<file path="config.mk">
export PLATFORM = sky130hd
export DESIGN_NAME = dts_seq
export DESIGN_NICKNAME = d
export VERILOG_FILES = /design/src/dts_pkg.sv /design/src/dts_seq.sv
export SDC_FILE = /design/constraint.sdc
export NUM_CORES = 2
export LEC_CHECK = 0
export BUFFER_PORTS_ARGS = -buffer_cell sky130_fd_sc_hd__buf_2
export CAP_MARGIN = 15
export CORE_UTILIZATION = 55
export CTS_CLUSTER_SIZE = 30
export DETAILED_ROUTE_END_ITERATION = 8
export GPL_TIMING_DRIVEN = 0
export MAX_ROUTING_LAYER = met4
export PLACE_DENSITY = 0.75
export SLEW_MARGIN = 20
export SYNTH_ARGS = -nofsm -noshare
export SYNTH_HDL_FRONTEND = slang
export SYNTH_SLANG_ARGS = --single-unit
</file>
<file path="constraint.sdc">
create_clock -name i_clk_sys -period 8.98 [get_ports i_clk_sys]
set_input_delay 0.449 -clock i_clk_sys [delete_from_list [all_inputs] [get_ports i_clk_sys]]
set_output_delay 0.449 -clock i_clk_sys [all_outputs]
set_load 0.03 [all_outputs]
</file>
<file path="src/dts_pkg.sv">
// Purpose: Shared constants and types for the voltmeter trigger/storage sequencer
// Assumes: 20 MHz system clock, APB register access
// Notes:   Codes of trigger and storage modes match the command numbers
package dts_pkg;
  // Register byte offsets
  localparam logic [7:0] REG_CTRL    = 8'h00;
  localparam logic [7:0] REG_RPT     = 8'h04;
  localparam logic [7:0] REG_WAIT    = 8'h08;
  localparam logic [7:0] REG_CMD     = 8'h0C;
  localparam logic [7:0] REG_STATUS  = 8'h10;
  localparam logic [7:0] REG_DISPLAY = 8'h14;
  // Field positions
  localparam int CTRL_TRIG_LSB  = 0;
  localparam int CTRL_STORE_LSB = 4;
  localparam int CTRL_PACE_BIT  = 6;
  localparam int CTRL_FMT_LSB   = 8;
  localparam int CMD_SWTRIG_BIT = 0;
  localparam int CMD_SREAD_BIT  = 1;
  localparam int CMD_ARM_BIT    = 2;
  localparam int STAT_BUSY_BIT  = 0;
  localparam int STAT_DRAIN_BIT = 1;
  localparam int STAT_CNT_LSB   = 8;
  localparam int STAT_PTR_LSB   = 16;
  // Mode codes
  localparam logic [2:0] TRIG_INTERNAL    = 3'h1;
  localparam logic [2:0] TRIG_EXTERNAL    = 3'h2;
  localparam logic [2:0] TRIG_SOFTWARE    = 3'h3;
  localparam logic [2:0] TRIG_HOLD        = 3'h4;
  localparam logic [1:0] STORAGE_OFF      = 2'h0;
  localparam logic [1:0] STORE_ASCII      = 2'h1;
  localparam logic [1:0] STORE_PACKED_BCD = 2'h2;
  // Buffer capacities: 60/50 ASCII, 100/85 packed BCD
  localparam int         BUF_DEPTH     = 100;
  localparam logic [6:0] CAP_ASCII_PAR = 7'h3C;
  localparam logic [6:0] CAP_ASCII_SER = 7'h32;
  localparam logic [6:0] CAP_BCD_PAR   = 7'h64;
  localparam logic [6:0] CAP_BCD_SER   = 7'h55;
  // Limits and reset values
  localparam logic [9:0]  RPT_MAX   = 10'h3E7;
  localparam logic [19:0] WAIT_MAX  = 20'hF423F;
  localparam logic [2:0]  TRIG_RST  = TRIG_INTERNAL;
  localparam logic [1:0]  STORE_RST = STORAGE_OFF;
  localparam logic [9:0]  RPT_RST   = 10'h001;
  localparam logic [19:0] WAIT_RST  = 20'h00000;
  localparam logic [1:0]  FMT_RST   = 2'h1;
  // Timing
  localparam int          CLK_HZ        = 20000000;
  localparam int          CLK_PERIOD_NS = 50;
  localparam int          WAIT_STEP_US  = 100;
  localparam int          TICK_CYC      = WAIT_STEP_US * (CLK_HZ / 1000000);
  localparam logic [10:0] TICK_LAST     = 11'(TICK_CYC - 1);
  localparam int          EXT_PULSE_NS  = 50;
  localparam int          EXT_PULSE_CYC = (EXT_PULSE_NS + CLK_PERIOD_NS - 1) / CLK_PERIOD_NS;
  localparam int          RDG_W         = 24;
  // Sequencer states
  typedef enum logic [1:0] {SQ_IDLE, SQ_WAIT, SQ_MEAS, SQ_SEND} dts_state_e;
  // Reading as handed to the host
  typedef struct packed {
    logic [1:0]       store_mode;
    logic [1:0]       out_fmt;
    logic [RDG_W-1:0] value;
  } dts_rdg_s;
endpackage

</file>
<file path="src/dts_seq.sv">
// Purpose: Voltmeter trigger, inter-reading wait and reading storage sequencer
// Assumes: All inputs synchronous to i_clk_sys; APB slave with one access cycle
// Notes:   Converter handshake is o_meas_start pulse, i_meas_done pulse with value
// Operation
// - ASCII storage holds 60 readings parallel, 50 serial.
// - Packed BCD storage holds 100 readings parallel, 85 serial.
// - Storage starts off after reset; readings go straight to host.
// - With storage on, each reading of each trigger goes into the buffer until it holds its capacity; later ones are dropped.
// - Storage-read shows oldest reading; each clear-entry press shows the next.
// - Clear-entry on the last stored reading leaves the display unchanged.
// - Stored readings go to the host oldest first.
// - Output format is format alone when storage off, storage mode plus format otherwise.
// - Storage-read stops further buffer writes.
// - Four trigger modes coded 1 to 4; internal after reset.
// - Internal mode retriggers as soon as a burst finishes.
// - External pulse of at least 50 ns starts one burst, then idle.
// - External pulses during a measurement are ignored.
// - Software trigger fires exactly one burst.
// - Hold mode measures nothing until software trigger or mode change.
// - Measuring indicator is high while triggered and measuring.
// - Serial internal mode: next trigger waits for host to take the reading with pacing, continuous without.
// - Wait count 0 to 999999 in 100 us steps, after trigger and between readings.
// - Wait starts when a reading completes; next reading starts after it.
// - Readings per trigger 1 to 999, applied in every trigger mode.
// - Wait count is zero after reset.
module dts_seq
  import dts_pkg::*;
(
  input  wire logic             i_clk_sys,
  input  wire logic             i_rst,
  input  wire logic             i_psel,
  input  wire logic             i_penable,
  input  wire logic             i_pwrite,
  input  wire logic [7:0]       i_paddr,
  input  wire logic [31:0]      i_pwdata,
  output logic      [31:0]      o_prdata,
  output logic                  o_pready,
  output logic                  o_pslverr,
  input  wire logic             i_serial_variant,
  input  wire logic             i_external_trigger_in_n,
  input  wire logic             i_clear_entry_key,
  output logic                  o_meas_start,
  input  wire logic             i_meas_done,
  input  wire logic [RDG_W-1:0] i_meas_value,
  output logic                  o_measuring,
  output dts_rdg_s              o_out,
  output logic                  o_out_valid,
  input  wire logic             i_out_ready,
  output logic      [RDG_W-1:0] o_display
);

  // Buffer capacity for a storage mode and variant
  function automatic logic [6:0] cap_of(input logic [1:0] mode, input logic ser);
    logic [6:0] c;
    c = 7'h00;
    if (mode == STORE_ASCII) begin
      c = ser ? CAP_ASCII_SER : CAP_ASCII_PAR;
    end else if (mode == STORE_PACKED_BCD) begin
      c = ser ? CAP_BCD_SER : CAP_BCD_PAR;
    end
    return c;
  endfunction

  // Register and sequencer state
  dts_state_e       state_q;
  logic [2:0]       trig_q;
  logic [1:0]       store_q;
  logic             pace_q;
  logic [1:0]       fmt_q;
  logic [9:0]       rpt_q;
  logic [19:0]      wait_q;
  logic [9:0]       remain_q;
  logic [10:0]      tick_q;
  logic [19:0]      wcnt_q;
  logic             ext_q;
  logic [RDG_W-1:0] hold_q;
  logic [6:0]       count_q;
  logic [6:0]       xfer_q;
  logic [6:0]       disp_q;
  logic             drain_q;
  logic [RDG_W-1:0] mem [0:BUF_DEPTH-1];

  // APB decode
  wire apb_setup = i_psel & ~i_penable;
  wire apb_wr    = i_psel & i_penable & o_pready & i_pwrite;
  wire hit_ctrl  = (i_paddr == REG_CTRL);
  wire hit_rpt   = (i_paddr == REG_RPT);
  wire hit_wait  = (i_paddr == REG_WAIT);
  wire hit_cmd   = (i_paddr == REG_CMD);
  wire hit_stat  = (i_paddr == REG_STATUS);
  wire hit_disp  = (i_paddr == REG_DISPLAY);
  wire mapped    = hit_ctrl | hit_rpt | hit_wait | hit_cmd | hit_stat | hit_disp;

  // Write fields and command strobes
  wire [2:0]  w_trig   = i_pwdata[CTRL_TRIG_LSB +: 3];
  wire [1:0]  w_store  = i_pwdata[CTRL_STORE_LSB +: 2];
  wire [9:0]  w_rpt    = i_pwdata[9:0];
  wire [19:0] w_wait   = i_pwdata[19:0];
  wire        wr_ctrl  = apb_wr & hit_ctrl;
  wire        wr_rpt   = apb_wr & hit_rpt & (w_rpt != 10'h000) & (w_rpt <= RPT_MAX);
  wire        wr_wait  = apb_wr & hit_wait & (w_wait <= WAIT_MAX);
  wire        sw_trig  = apb_wr & hit_cmd & i_pwdata[CMD_SWTRIG_BIT];
  wire        sread    = apb_wr & hit_cmd & i_pwdata[CMD_SREAD_BIT];
  wire        arm      = apb_wr & hit_cmd & i_pwdata[CMD_ARM_BIT];
  wire        trig_ok  = (w_trig >= TRIG_INTERNAL) & (w_trig <= TRIG_HOLD);
  wire        store_ok = (w_store <= STORE_PACKED_BCD);

  // Read data mux
  logic [31:0] rd_w;
  always_comb begin
    rd_w = 32'h0000_0000;
    if (hit_ctrl) begin
      rd_w[CTRL_TRIG_LSB +: 3]  = trig_q;
      rd_w[CTRL_STORE_LSB +: 2] = store_q;
      rd_w[CTRL_PACE_BIT]       = pace_q;
      rd_w[CTRL_FMT_LSB +: 2]   = fmt_q;
    end else if (hit_rpt) begin
      rd_w[9:0] = rpt_q;
    end else if (hit_wait) begin
      rd_w[19:0] = wait_q;
    end else if (hit_stat) begin
      rd_w[STAT_BUSY_BIT]      = o_measuring;
      rd_w[STAT_DRAIN_BIT]     = drain_q;
      rd_w[STAT_CNT_LSB +: 7]  = count_q;
      rd_w[STAT_PTR_LSB +: 7]  = disp_q;
    end else if (hit_disp) begin
      rd_w[RDG_W-1:0] = o_display;
    end
  end

  // APB answer registered in the setup cycle
  always_ff @(posedge i_clk_sys or posedge i_rst) begin
    if (i_rst) begin
      o_pready  <= 1'b0;
      o_pslverr <= 1'b0;
      o_prdata  <= 32'h0000_0000;
    end else begin
      o_pready  <= apb_setup;
      o_pslverr <= apb_setup & ~mapped;
      o_prdata  <= (apb_setup & ~i_pwrite) ? rd_w : 32'h0000_0000;
    end
  end

  // Control register; illegal codes are ignored
  always_ff @(posedge i_clk_sys or posedge i_rst) begin
    if (i_rst) begin
      trig_q  <= TRIG_RST;
      store_q <= STORE_RST;
      pace_q  <= 1'b0;
      fmt_q   <= FMT_RST;
    end else if (wr_ctrl) begin
      if (trig_ok) begin
        trig_q <= w_trig;
      end
      if (store_ok) begin
        store_q <= w_store;
      end
      pace_q <= i_pwdata[CTRL_PACE_BIT];
      fmt_q  <= i_pwdata[CTRL_FMT_LSB +: 2];
    end
  end

  // Readings per trigger and wait count
  always_ff @(posedge i_clk_sys or posedge i_rst) begin
    if (i_rst) begin
      rpt_q  <= RPT_RST;
      wait_q <= WAIT_RST;
    end else begin
      if (wr_rpt) begin
        rpt_q <= w_rpt;
      end
      if (wr_wait) begin
        wait_q <= w_wait;
      end
    end
  end

  // External trigger falling edge
  always_ff @(posedge i_clk_sys or posedge i_rst) begin
    if (i_rst) begin
      ext_q <= 1'b1;
    end else begin
      ext_q <= i_external_trigger_in_n;
    end
  end

  // Trigger sources, accepted only while idle
  wire is_idle   = (state_q == SQ_IDLE);
  wire ext_fall  = ext_q & ~i_external_trigger_in_n;
  wire mode_int  = (trig_q == TRIG_INTERNAL);
  wire pace_hold = i_serial_variant & mode_int & pace_q & o_out_valid;
  wire cont_out  = i_serial_variant & mode_int & ~pace_q;
  wire auto_trig = mode_int & ~pace_hold;
  wire external_trigger_in  = (trig_q == TRIG_EXTERNAL) & ext_fall;
  wire trig_go   = is_idle & (sw_trig | external_trigger_in | auto_trig);
  wire wait_done = (wcnt_q >= wait_q);
  wire wait_zero = (wait_q == 20'h00000);

  // Delivery of a finished reading
  wire slot_free  = ~o_out_valid | i_out_ready;
  wire store_on   = (store_q != STORAGE_OFF);
  wire in_send    = (state_q == SQ_SEND);
  wire send_ok    = store_on | slot_free | cont_out;
  wire sent       = in_send & send_ok;
  wire last_rdg   = (remain_q == 10'h001);
  wire [6:0] cap  = cap_of(store_q, i_serial_variant);
  wire buf_wr     = sent & store_on & ~drain_q & (count_q < cap);
  wire direct_snd = sent & ~store_on;
  wire drain_snd  = drain_q & slot_free & (xfer_q < count_q) & ~direct_snd;
  wire go_meas    = (trig_go & wait_zero)
                  | ((state_q == SQ_WAIT) & wait_done & ~wr_wait)
                  | (sent & ~last_rdg & wait_zero);

  // Sequencer state
  always_ff @(posedge i_clk_sys or posedge i_rst) begin
    if (i_rst) begin
      state_q <= SQ_IDLE;
    end else begin
      case (state_q)
        SQ_IDLE: begin
          if (trig_go) begin
            state_q <= wait_zero ? SQ_MEAS : SQ_WAIT;
          end
        end
        SQ_WAIT: begin
          if (go_meas) begin
            state_q <= SQ_MEAS;
          end
        end
        SQ_MEAS: begin
          if (i_meas_done) begin
            state_q <= SQ_SEND;
          end
        end
        default: begin
          if (sent) begin
            if (last_rdg) begin
              state_q <= SQ_IDLE;
            end else begin
              state_q <= wait_zero ? SQ_MEAS : SQ_WAIT;
            end
          end
        end
      endcase
    end
  end

  // Burst counter and indicator
  always_ff @(posedge i_clk_sys or posedge i_rst) begin
    if (i_rst) begin
      remain_q    <= 10'h000;
      o_measuring <= 1'b0;
    end else if (trig_go) begin
      remain_q    <= rpt_q;
      o_measuring <= 1'b1;
    end else if (sent) begin
      remain_q    <= remain_q - 10'h001;
      o_measuring <= ~last_rdg;
    end
  end

  // Wait prescaler and step counter
  always_ff @(posedge i_clk_sys or posedge i_rst) begin
    if (i_rst) begin
      tick_q <= 11'h000;
      wcnt_q <= 20'h00000;
    end else if (wr_wait | (state_q != SQ_WAIT)) begin
      tick_q <= 11'h000;
      wcnt_q <= 20'h00000;
    end else if (tick_q == TICK_LAST) begin
      tick_q <= 11'h000;
      wcnt_q <= wcnt_q + 20'h00001;
    end else begin
      tick_q <= tick_q + 11'h001;
    end
  end

  // Converter start pulse and reading capture
  always_ff @(posedge i_clk_sys or posedge i_rst) begin
    if (i_rst) begin
      o_meas_start <= 1'b0;
      hold_q       <= '0;
    end else begin
      o_meas_start <= go_meas;
      if ((state_q == SQ_MEAS) & i_meas_done) begin
        hold_q <= i_meas_value;
      end
    end
  end

  // Reading buffer
  always_ff @(posedge i_clk_sys) begin
    if (buf_wr) begin
      mem[count_q] <= hold_q;
    end
  end

  // Fill count, drain flag and transfer pointer
  always_ff @(posedge i_clk_sys or posedge i_rst) begin
    if (i_rst) begin
      count_q <= 7'h00;
      drain_q <= 1'b0;
      xfer_q  <= 7'h00;
    end else if (arm) begin
      count_q <= 7'h00;
      drain_q <= 1'b0;
      xfer_q  <= 7'h00;
    end else if (sread) begin
      drain_q <= 1'b1;
      xfer_q  <= 7'h00;
    end else begin
      if (buf_wr) begin
        count_q <= count_q + 7'h01;
      end
      if (drain_snd) begin
        xfer_q <= xfer_q + 7'h01;
      end
    end
  end

  // Front panel display of stored readings
  wire       has_next = (disp_q + 7'h01) < count_q;
  wire [6:0] nxt_ptr  = disp_q + 7'h01;
  always_ff @(posedge i_clk_sys or posedge i_rst) begin
    if (i_rst) begin
      disp_q    <= 7'h00;
      o_display <= '0;
    end else if (arm) begin
      disp_q    <= 7'h00;
      o_display <= '0;
    end else if (sread) begin
      disp_q    <= 7'h00;
      o_display <= (count_q != 7'h00) ? mem[0] : '0;
    end else if (i_clear_entry_key & drain_q & has_next) begin
      disp_q    <= nxt_ptr;
      o_display <= mem[nxt_ptr];
    end
  end

  // Host output word
  always_ff @(posedge i_clk_sys or posedge i_rst) begin
    if (i_rst) begin
      o_out_valid <= 1'b0;
      o_out       <= '0;
    end else if (direct_snd) begin
      o_out_valid      <= 1'b1;
      o_out.value      <= hold_q;
      o_out.store_mode <= STORAGE_OFF;
      o_out.out_fmt    <= fmt_q;
    end else if (drain_snd) begin
      o_out_valid      <= 1'b1;
      o_out.value      <= mem[xfer_q];
      o_out.store_mode <= store_q;
      o_out.out_fmt    <= fmt_q;
    end else if (i_out_ready) begin
      o_out_valid <= 1'b0;
    end
  end
endmodule

</file>
## Word level (Yosys, flattened, before mapping)

Memory sizes are Yosys's and may differ from the RTL's.
Index checks and enable logic that the tools add are counted.

| word-level totals | value |
|---|---|
| register bits after elaboration | 209 |
| bits in writable memories | 2400 |
| bits of input ports | 74 |
| output and inout bits | 89 |
| word-level logic and storage cells | 209 |
| memories | 1 |

| operators by class | value |
|---|---|
| $add $sub $neg | 6 |
| magnitude comparators | 9 |
| equal/unequal tests | 19 |
| multiplexer cells | 63 |
| bitwise gates (word level) | 66 |
| reductions and logical operators | 19 |

Memories:

| memory | depth | width | rd ports | clocked after Yosys merged registers in | write ports | RTL line | RTL |
|---|---|---|---|---|---|---|---|
| mem | 100 | 24 | 3 | 0 | 1 | dts_seq.sv:81 | `logic [RDG_W-1:0] mem [0:BUF_DEPTH-1];` |

Operator list:

| cell | number |
|---|---|
| $mux 24 | 10 |
| $mux 7 | 13 |
| $mux 20 | 3 |
| $mux 28 | 2 |
| $and 1x1->1 | 41 |
| $mux 10 | 3 |
| $mux 14 | 2 |
| $mux 11 | 2 |
| $add 7x1->7 const B | 3 |
| $lt 7x7->1 | 3 |
| $add 20x1->20 const B | 1 |
| $ge 20x20->1 | 1 |
| $le 20x20->1 const B | 1 |
| $logic_not 20->1 | 1 |
| $eq 8x4->1 const B | 2 |
| $eq 8x5->1 const B | 2 |
| $mux 2 | 8 |
| $mux 1 | 13 |
| $or 1x1->1 | 13 |
| $mux 6 | 2 |
| $not 1->1 | 12 |
| $reduce_bool 2->1 | 6 |
| $add 11x1->11 const B | 1 |
| $eq 11x11->1 const B | 1 |
| other kinds (24) | 36 |

## Longest topological paths before layout

| logic depth | value |
|---|---|
| word-level depth | 13 |
| depth in mapped cells | 14 |
| mapped depth without buffers | 11 |

## Worst setup path before layout

No wires, ideal clock.

| timing path | value |
|---|---|
| path type | flip-flop to flip-flop |
| start point | register store_q[0] |
| end point | memory mem[48][0], enable pin |
| library setup time | 0.466 ns |
| data arrival time | 4.416 ns |
| setup slack | 4.098 ns |
| cell stages (with the launch flop) | 11 |
| buffers on the path | 2 |
| clock period less this slack | 4.882 ns |
| cells stage by stage | dfrtp_1 > nor2b_1 > nand2b_1 > and2_1 > ha_1 > a21o_1 > a21oi_1 > o21ai_1 > clkbuf_1 > clkbuf_1 > nor4_1 |

| on the way | value |
|---|---|
| cells in the longest elaborated chain, start to end | 9 |
| elaborated cells between the ends (all ways) | 14 |

Ends and longest elaborated chain:

| element | RTL line | RTL |
|---|---|---|
| start: declaration | dts_seq.sv:67 | `logic [1:0] store_q;` |
| start signal: assignment | dts_seq.sv:156 | `store_q <= w_store;` |
| branches (longest 6 deep; another with $lt 7x7->1) | - |  |
| $and 1x1->1 * | dts_seq.sv:207 | `wire buf_wr = sent & store_on & ~drain_q & (count_q < cap);` |
| $mux 1 * | dts_seq.sv:293 | `if (buf_wr) begin` |
| $mux 1 (not written as such) * | dts_seq.sv:294 | `mem[count_q] <= hold_q;` |
| end: declaration | dts_seq.sv:81 |  |

Every way passes the cells marked *.

## Worst setup path in the final report

| timing path | value |
|---|---|
| start point | register disp_q[1] |
| end point | register o_display[13] |

| on the way | value |
|---|---|
| cells in the longest elaborated chain, start to end | 5 |
| elaborated cells between the ends (all ways) | 8 |

Ends and longest elaborated chain:

| element | RTL line | RTL |
|---|---|---|
| start: declaration | dts_seq.sv:79 | `logic [6:0] disp_q;` |
| start signal: assignment | dts_seq.sv:335 | `disp_q <= nxt_ptr;` |
| $add 7x1->7 * | dts_seq.sv:322, dts_seq.sv:323 |  |
| $mem_v2 100x24 | - |  |
| $mux 24 | dts_seq.sv:334 | `end else if (i_clear_entry_key & drain_q & has_next) begin` |
| $mux 24 | dts_seq.sv:331 | `end else if (sread) begin` |
| $mux 24 | dts_seq.sv:328 | `end else if (arm) begin` |
| end signal: assignment | dts_seq.sv:333 | `o_display <= (count_q != 7'h00) ? mem[0] : '0;` |
| end signal: assignment | dts_seq.sv:336 | `o_display <= mem[nxt_ptr];` |
| end: declaration | dts_seq.sv:49 | `output logic [RDG_W-1:0] o_display` |

Mark *: on every way between the ends. The rest lies on a longest branch, timed or not. The select of a mux whose other input is x is not followed.
A chain may end at the register's enable or synchronous reset.

==> out/results.md <==
| Metric | Value |
| --- | --- |
| Result of the run | completed |
| First-pass GRT wire length | 606 mm |
| Top cells by area, synth | sky130_fd_sc_hd__edfxtp_1, sky130_fd_sc_hd__mux4_2, sky130_fd_sc_hd__dfrtp_1, sky130_fd_sc_hd__clkbuf_1, sky130_fd_sc_hd__mux2i_1 |
| Detailed Routing Iterations Pass 1 | 9 |
| Count of filler cells inserted in the layout | 14,500 |
| Crit path launch type | flop |
| Antenna violations before repair | 35 |
| Post-synth top area cell | sky130_fd_sc_hd__edfxtp_1 |
| Worst EP required | 9760 ps |
| Max FO, Critical Path | 10 |
| Total Die Area | 0.222 sq mm |
| Tightest Pin Transition | 1350 ps |
| Top-count cell post-synth | sky130_fd_sc_hd__edfxtp_1 |
| Stage delay of the slowest cell on the critical path | 910 ps |
| CP arrival | 7120 ps |
| Aggregate global-route resource usage | 0.418 |
| Initial cell density of the core | 0.555 |
| Worst hold-check slack | 69.4 ps |
| Clock latency of the later-clocked register in the worst-skew pair | 960 ps |
| Drt first-iter violations | 14,400 |
| Syn_area_per_cell | 20.9 sq um |
| Drt total wl | 448 mm |
| Max-cap violation count | 0 |
| Row cnt | 171 |
| Count of flip-flops with a built-in enable after synthesis | 2,400 |
| Post-route clock skew | 46.9 ps |
| Post-Route Setup TNS | 0 ps |
| CP endpoint kind | flop |
| Main combinational cell family by area after synthesis | multiplexers |
| Critical-path cell with the highest stage delay | sky130_fd_sc_hd__clkbuf_1 |
| TritonCTS clock tree | done |
| Core utilization of the finished layout | 0.641 |
| Ordered cell list for the critical path | ha_1, buf_2, buf_2, clkbuf_2, clkbuf_1, mux4_2, mux4_2, mux2i_1, a211oi_1, a211oi_1, a21oi_1 |
| Proportion of synthesized area in mux cells | 0.291 |
| Die Wd | 471 um |
| Via-to-Cell Ratio | 7.67 |
| Share of post-route cells with drive strength above 1 | 0.434 |
| Kind of critical path | flop to flop |
| Buf/Inv on CP | 4 |
| Worst-path clk slew | 60 ps |
| Part of the Yosys area used for sequential elements | 0.639 |
| Level count of the clock H-tree | 5 |
| Unrepaired setup endpoints after global routing | no |
| Area added between synthesis and finish | 15.4% |
| Placer Congestion | 1.02 |
| Post-placement cell count | 9,390 |
| Post-route antenna net violation count | 0 |
| Detail-routed net length per standard cell | 44.9 um |
| Vertical die dimension | 471 um |
| Top cells by instance count after synthesis | sky130_fd_sc_hd__edfxtp_1, sky130_fd_sc_hd__mux4_2, sky130_fd_sc_hd__clkbuf_1, sky130_fd_sc_hd__dfrtp_1, sky130_fd_sc_hd__nor2_1 |
| Number of nets at the end of the flow | 7,004 |
| Via count of the first global-routing pass | 74,800 |
| Sinks on Clock Net | 2,609 |
| Synth async-reset ratio | 0.0801 |
| Synthesized-area fraction occupied by ao, oa, aoi and oai cells | 0.0176 |
| Drt drc | 0 |
| Largest buffer count on any clock path | 4 |
| Tmin final | 6340 ps |
| Leak pwr | 0.0449 uW |
| Final Hold Fails | 0 |
| Fraction of post-synthesis cell area in the top cell type by area | 0.595 |
| Worst slew margin | 0.0985 |
| Class of the worst hold path | primary input to flop |
| Parity-gate share of the synthesized area counting xor and xnor cells | 0.00419 |
| Number of distinct library cell variants in the gate-level netlist after synthesis | 71 |
| Number of endpoints failing setup at the final stage | 0 |
| Library cell used as clock root buffer | sky130_fd_sc_hd__clkbuf_16 |
| Synthesized instance count | 5,784 |
| Final Cycle Share | 0.706 |
| Total vias in the final route | 76,500 |
| Clock buffer count from CTS | 287 |
| Core area | 0.218 sq mm |
| Warnings from Yosys | 0 |
| Simple-Gate Fraction of Synth Area | 0.0248 |
| Kind of cell adding the most delay to the critical path | buffers and inverters |
| Number of primary I/O pins | 163 |
| GRT Residual Overflow | 0 |
| Synth Area in Adders | 0.00527 |
| Number of register bits inferred by synthesis | 2,609 |
| Primary FF master, synth | sky130_fd_sc_hd__edfxtp_1 |
| Buffers on Ports | 140 |
| Final Max Slew Viols | 0 |
| Ratio of total power to cell area | 219 mW/mm^2 |
| DP Wirelength | 332 mm |
| Final std cells w/o fill | 9,977 |
| Area of the mapped netlist | 0.121 sq mm |
| Largest vdd supply drop | 0.000394 V |
| Upper clock frequency limit | 0.158 GHz |
| Pin count of the biggest net entering global routing | 102 |
| Overall power | 30,500 uW |
==> state kept, by name (all words and copies together), names as in the netlist, 10 cells and up <==
register   count
hold_q        24
mem         2400
o_display     24
o_out         28
o_prdata      24
remain_q      10
rpt_q         10
tick_q        11
wait_q        20
wcnt_q        20
==> repair_timing <==
item                                   CTS  global route
buffers inserted                         0             0
hold buffers                            53             0
gates resized for setup                  0             0
endpoints found under the hold margin  268             0
==> where the power goes <==
group / switching, uW / internal, uW / total (uW) / leakage [uW]
clock: 4870 / 6490 / 11400 / 0.00428
combinational: 2190 / 896 / 3090 / 0.0163
sequential: 983 / 15100 / 16100 / 0.0243
==> cells by family after synthesis <==
family | Yosys count
and+or+nand+nor | 603
other | 1
DFF | 2609
adders and majority gates | 51
AOI/OAI and AO/OA | 318
muxes | 1639
xor gates and xnor gates | 57
buffers and inverters | 506
==> area by class of cell <==
class / count / area, sq um / area share
Timing Repair Buffer: 799 / 5310 / 0.0380
Antenna cell: 37 / 92.6 / 0.000663
Inverter: 49 / 191 / 0.00137
Tap cell: 2854 / 3570 / 0.0256
Clock buffer: 353 / 7560 / 0.0542
Buffer: 457 / 2110 / 0.0151
Multi-Input combinational cell: 2676 / 42300 / 0.303
Clock inverter: 143 / 1190 / 0.00851
Sequential cell: 2609 / 77400 / 0.554
==> worst min-delay path: stages <==
cell and delay (ps):
sky130_fd_sc_hd__buf_2 110, sky130_fd_sc_hd__nor2_1 170, sky130_fd_sc_hd__and3_1 230
==> metrics by stage <==
stage | worst slack, ps | cell area [sq um]
6_report | 2640 | 140000
5_1_grt | 2770 | 140000
4_1_cts | 3090 | 140000
3_5_place_dp | 3110 | 130000
3_3_place_gp | -680 | 125000
2_1_floorplan | 2830 | 121000
==> path summary, 6_finish.rpt <==
check                      slack (ps)  depth (start not counted)             startpoint                   endpoint
setup / recovery                 2640                         11  disp_q[1]$_DFFE_PP0P_  o_display[13]$_DFFE_PP0P_
hold / removal                     70                          3               i_pwrite     o_prdata[23]$_DFF_PP0_
setup reg to reg                 2640                         11  disp_q[1]$_DFFE_PP0P_  o_display[13]$_DFFE_PP0P_
hold reg to reg                   460                          1    tick_q[0]$_DFF_PP0_        tick_q[0]$_DFF_PP0_
max in group asynchronous        7430                          5                  i_rst     hold_q[14]$_DFFE_PP0P_
min in group asynchronous         630                          4                  i_rst  o_display[10]$_DFFE_PP0P_
==> cell usage in the layout, fill, tap and decap left out, types with 12 or more instances in the layout <==
| cell | synthesis | final |
|---|---|---|
| sky130_fd_sc_hd__and3_1 | 54 | 54 |
| sky130_fd_sc_hd__clkbuf_2 | 1 | 54 |
| sky130_fd_sc_hd__a22oi_1 | 13 | 13 |
| sky130_fd_sc_hd__mux2_2 | 60 | 60 |
| sky130_fd_sc_hd__buf_16 | 0 | 26 |
| sky130_fd_sc_hd__nand4_1 | 16 | 16 |
| sky130_fd_sc_hd__buf_6 | 6 | 12 |
| sky130_fd_sc_hd__a221oi_1 | 22 | 22 |
| sky130_fd_sc_hd__nor4_2 | 0 | 100 |
| sky130_fd_sc_hd__buf_2 | 130 | 709 |
| sky130_fd_sc_hd__dfrtp_4 | 0 | 24 |
| sky130_fd_sc_hd__ha_1 | 51 | 51 |
| sky130_fd_sc_hd__nor2_1 | 180 | 180 |
| sky130_fd_sc_hd__mux2i_1 | 77 | 77 |
| sky130_fd_sc_hd__edfxtp_1 | 2400 | 2400 |
| sky130_fd_sc_hd__buf_4 | 24 | 177 |
| sky130_fd_sc_hd__clkbuf_1 | 243 | 254 |
| sky130_fd_sc_hd__clkinv_2 | 0 | 46 |
| sky130_fd_sc_hd__o21ai_0 | 35 | 35 |
| sky130_fd_sc_hd__xnor2_1 | 30 | 28 |
| sky130_fd_sc_hd__clkbuf_16 | 0 | 291 |
| sky130_fd_sc_hd__mux4_2 | 1502 | 1502 |
| sky130_fd_sc_hd__dlygate4sd3_1 | 0 | 53 |
| sky130_fd_sc_hd__buf_1 | 53 | 25 |
| sky130_fd_sc_hd__diode_2 | 0 | 37 |
| sky130_fd_sc_hd__a21o_1 | 16 | 16 |
| sky130_fd_sc_hd__inv_1 | 45 | 44 |
| sky130_fd_sc_hd__nor3_1 | 25 | 24 |
| sky130_fd_sc_hd__a21oi_1 | 84 | 84 |
| sky130_fd_sc_hd__nor4_1 | 112 | 12 |
| sky130_fd_sc_hd__o21ai_1 | 16 | 16 |
| sky130_fd_sc_hd__dfrtp_1 | 205 | 181 |
| sky130_fd_sc_hd__nand3_1 | 45 | 45 |
| sky130_fd_sc_hd__xor2_1 | 26 | 26 |
| sky130_fd_sc_hd__nand2_1 | 115 | 115 |
| sky130_fd_sc_hd__clkinv_1 | 2 | 57 |
| sky130_fd_sc_hd__a211oi_1 | 77 | 71 |
| sky130_fd_sc_hd__bufinv_16 | 0 | 18 |
==> metal layers <==
layer  global-route usage  routed length (um)  vias up
li1                     -                   -    27600
met1                0.504              142000    39800
met2                0.580              195000     7650
met3                0.203               81700     1480
met4                0.219               29900        0
met5                    -                   0        -
Power figures use the tool's default switching activity.
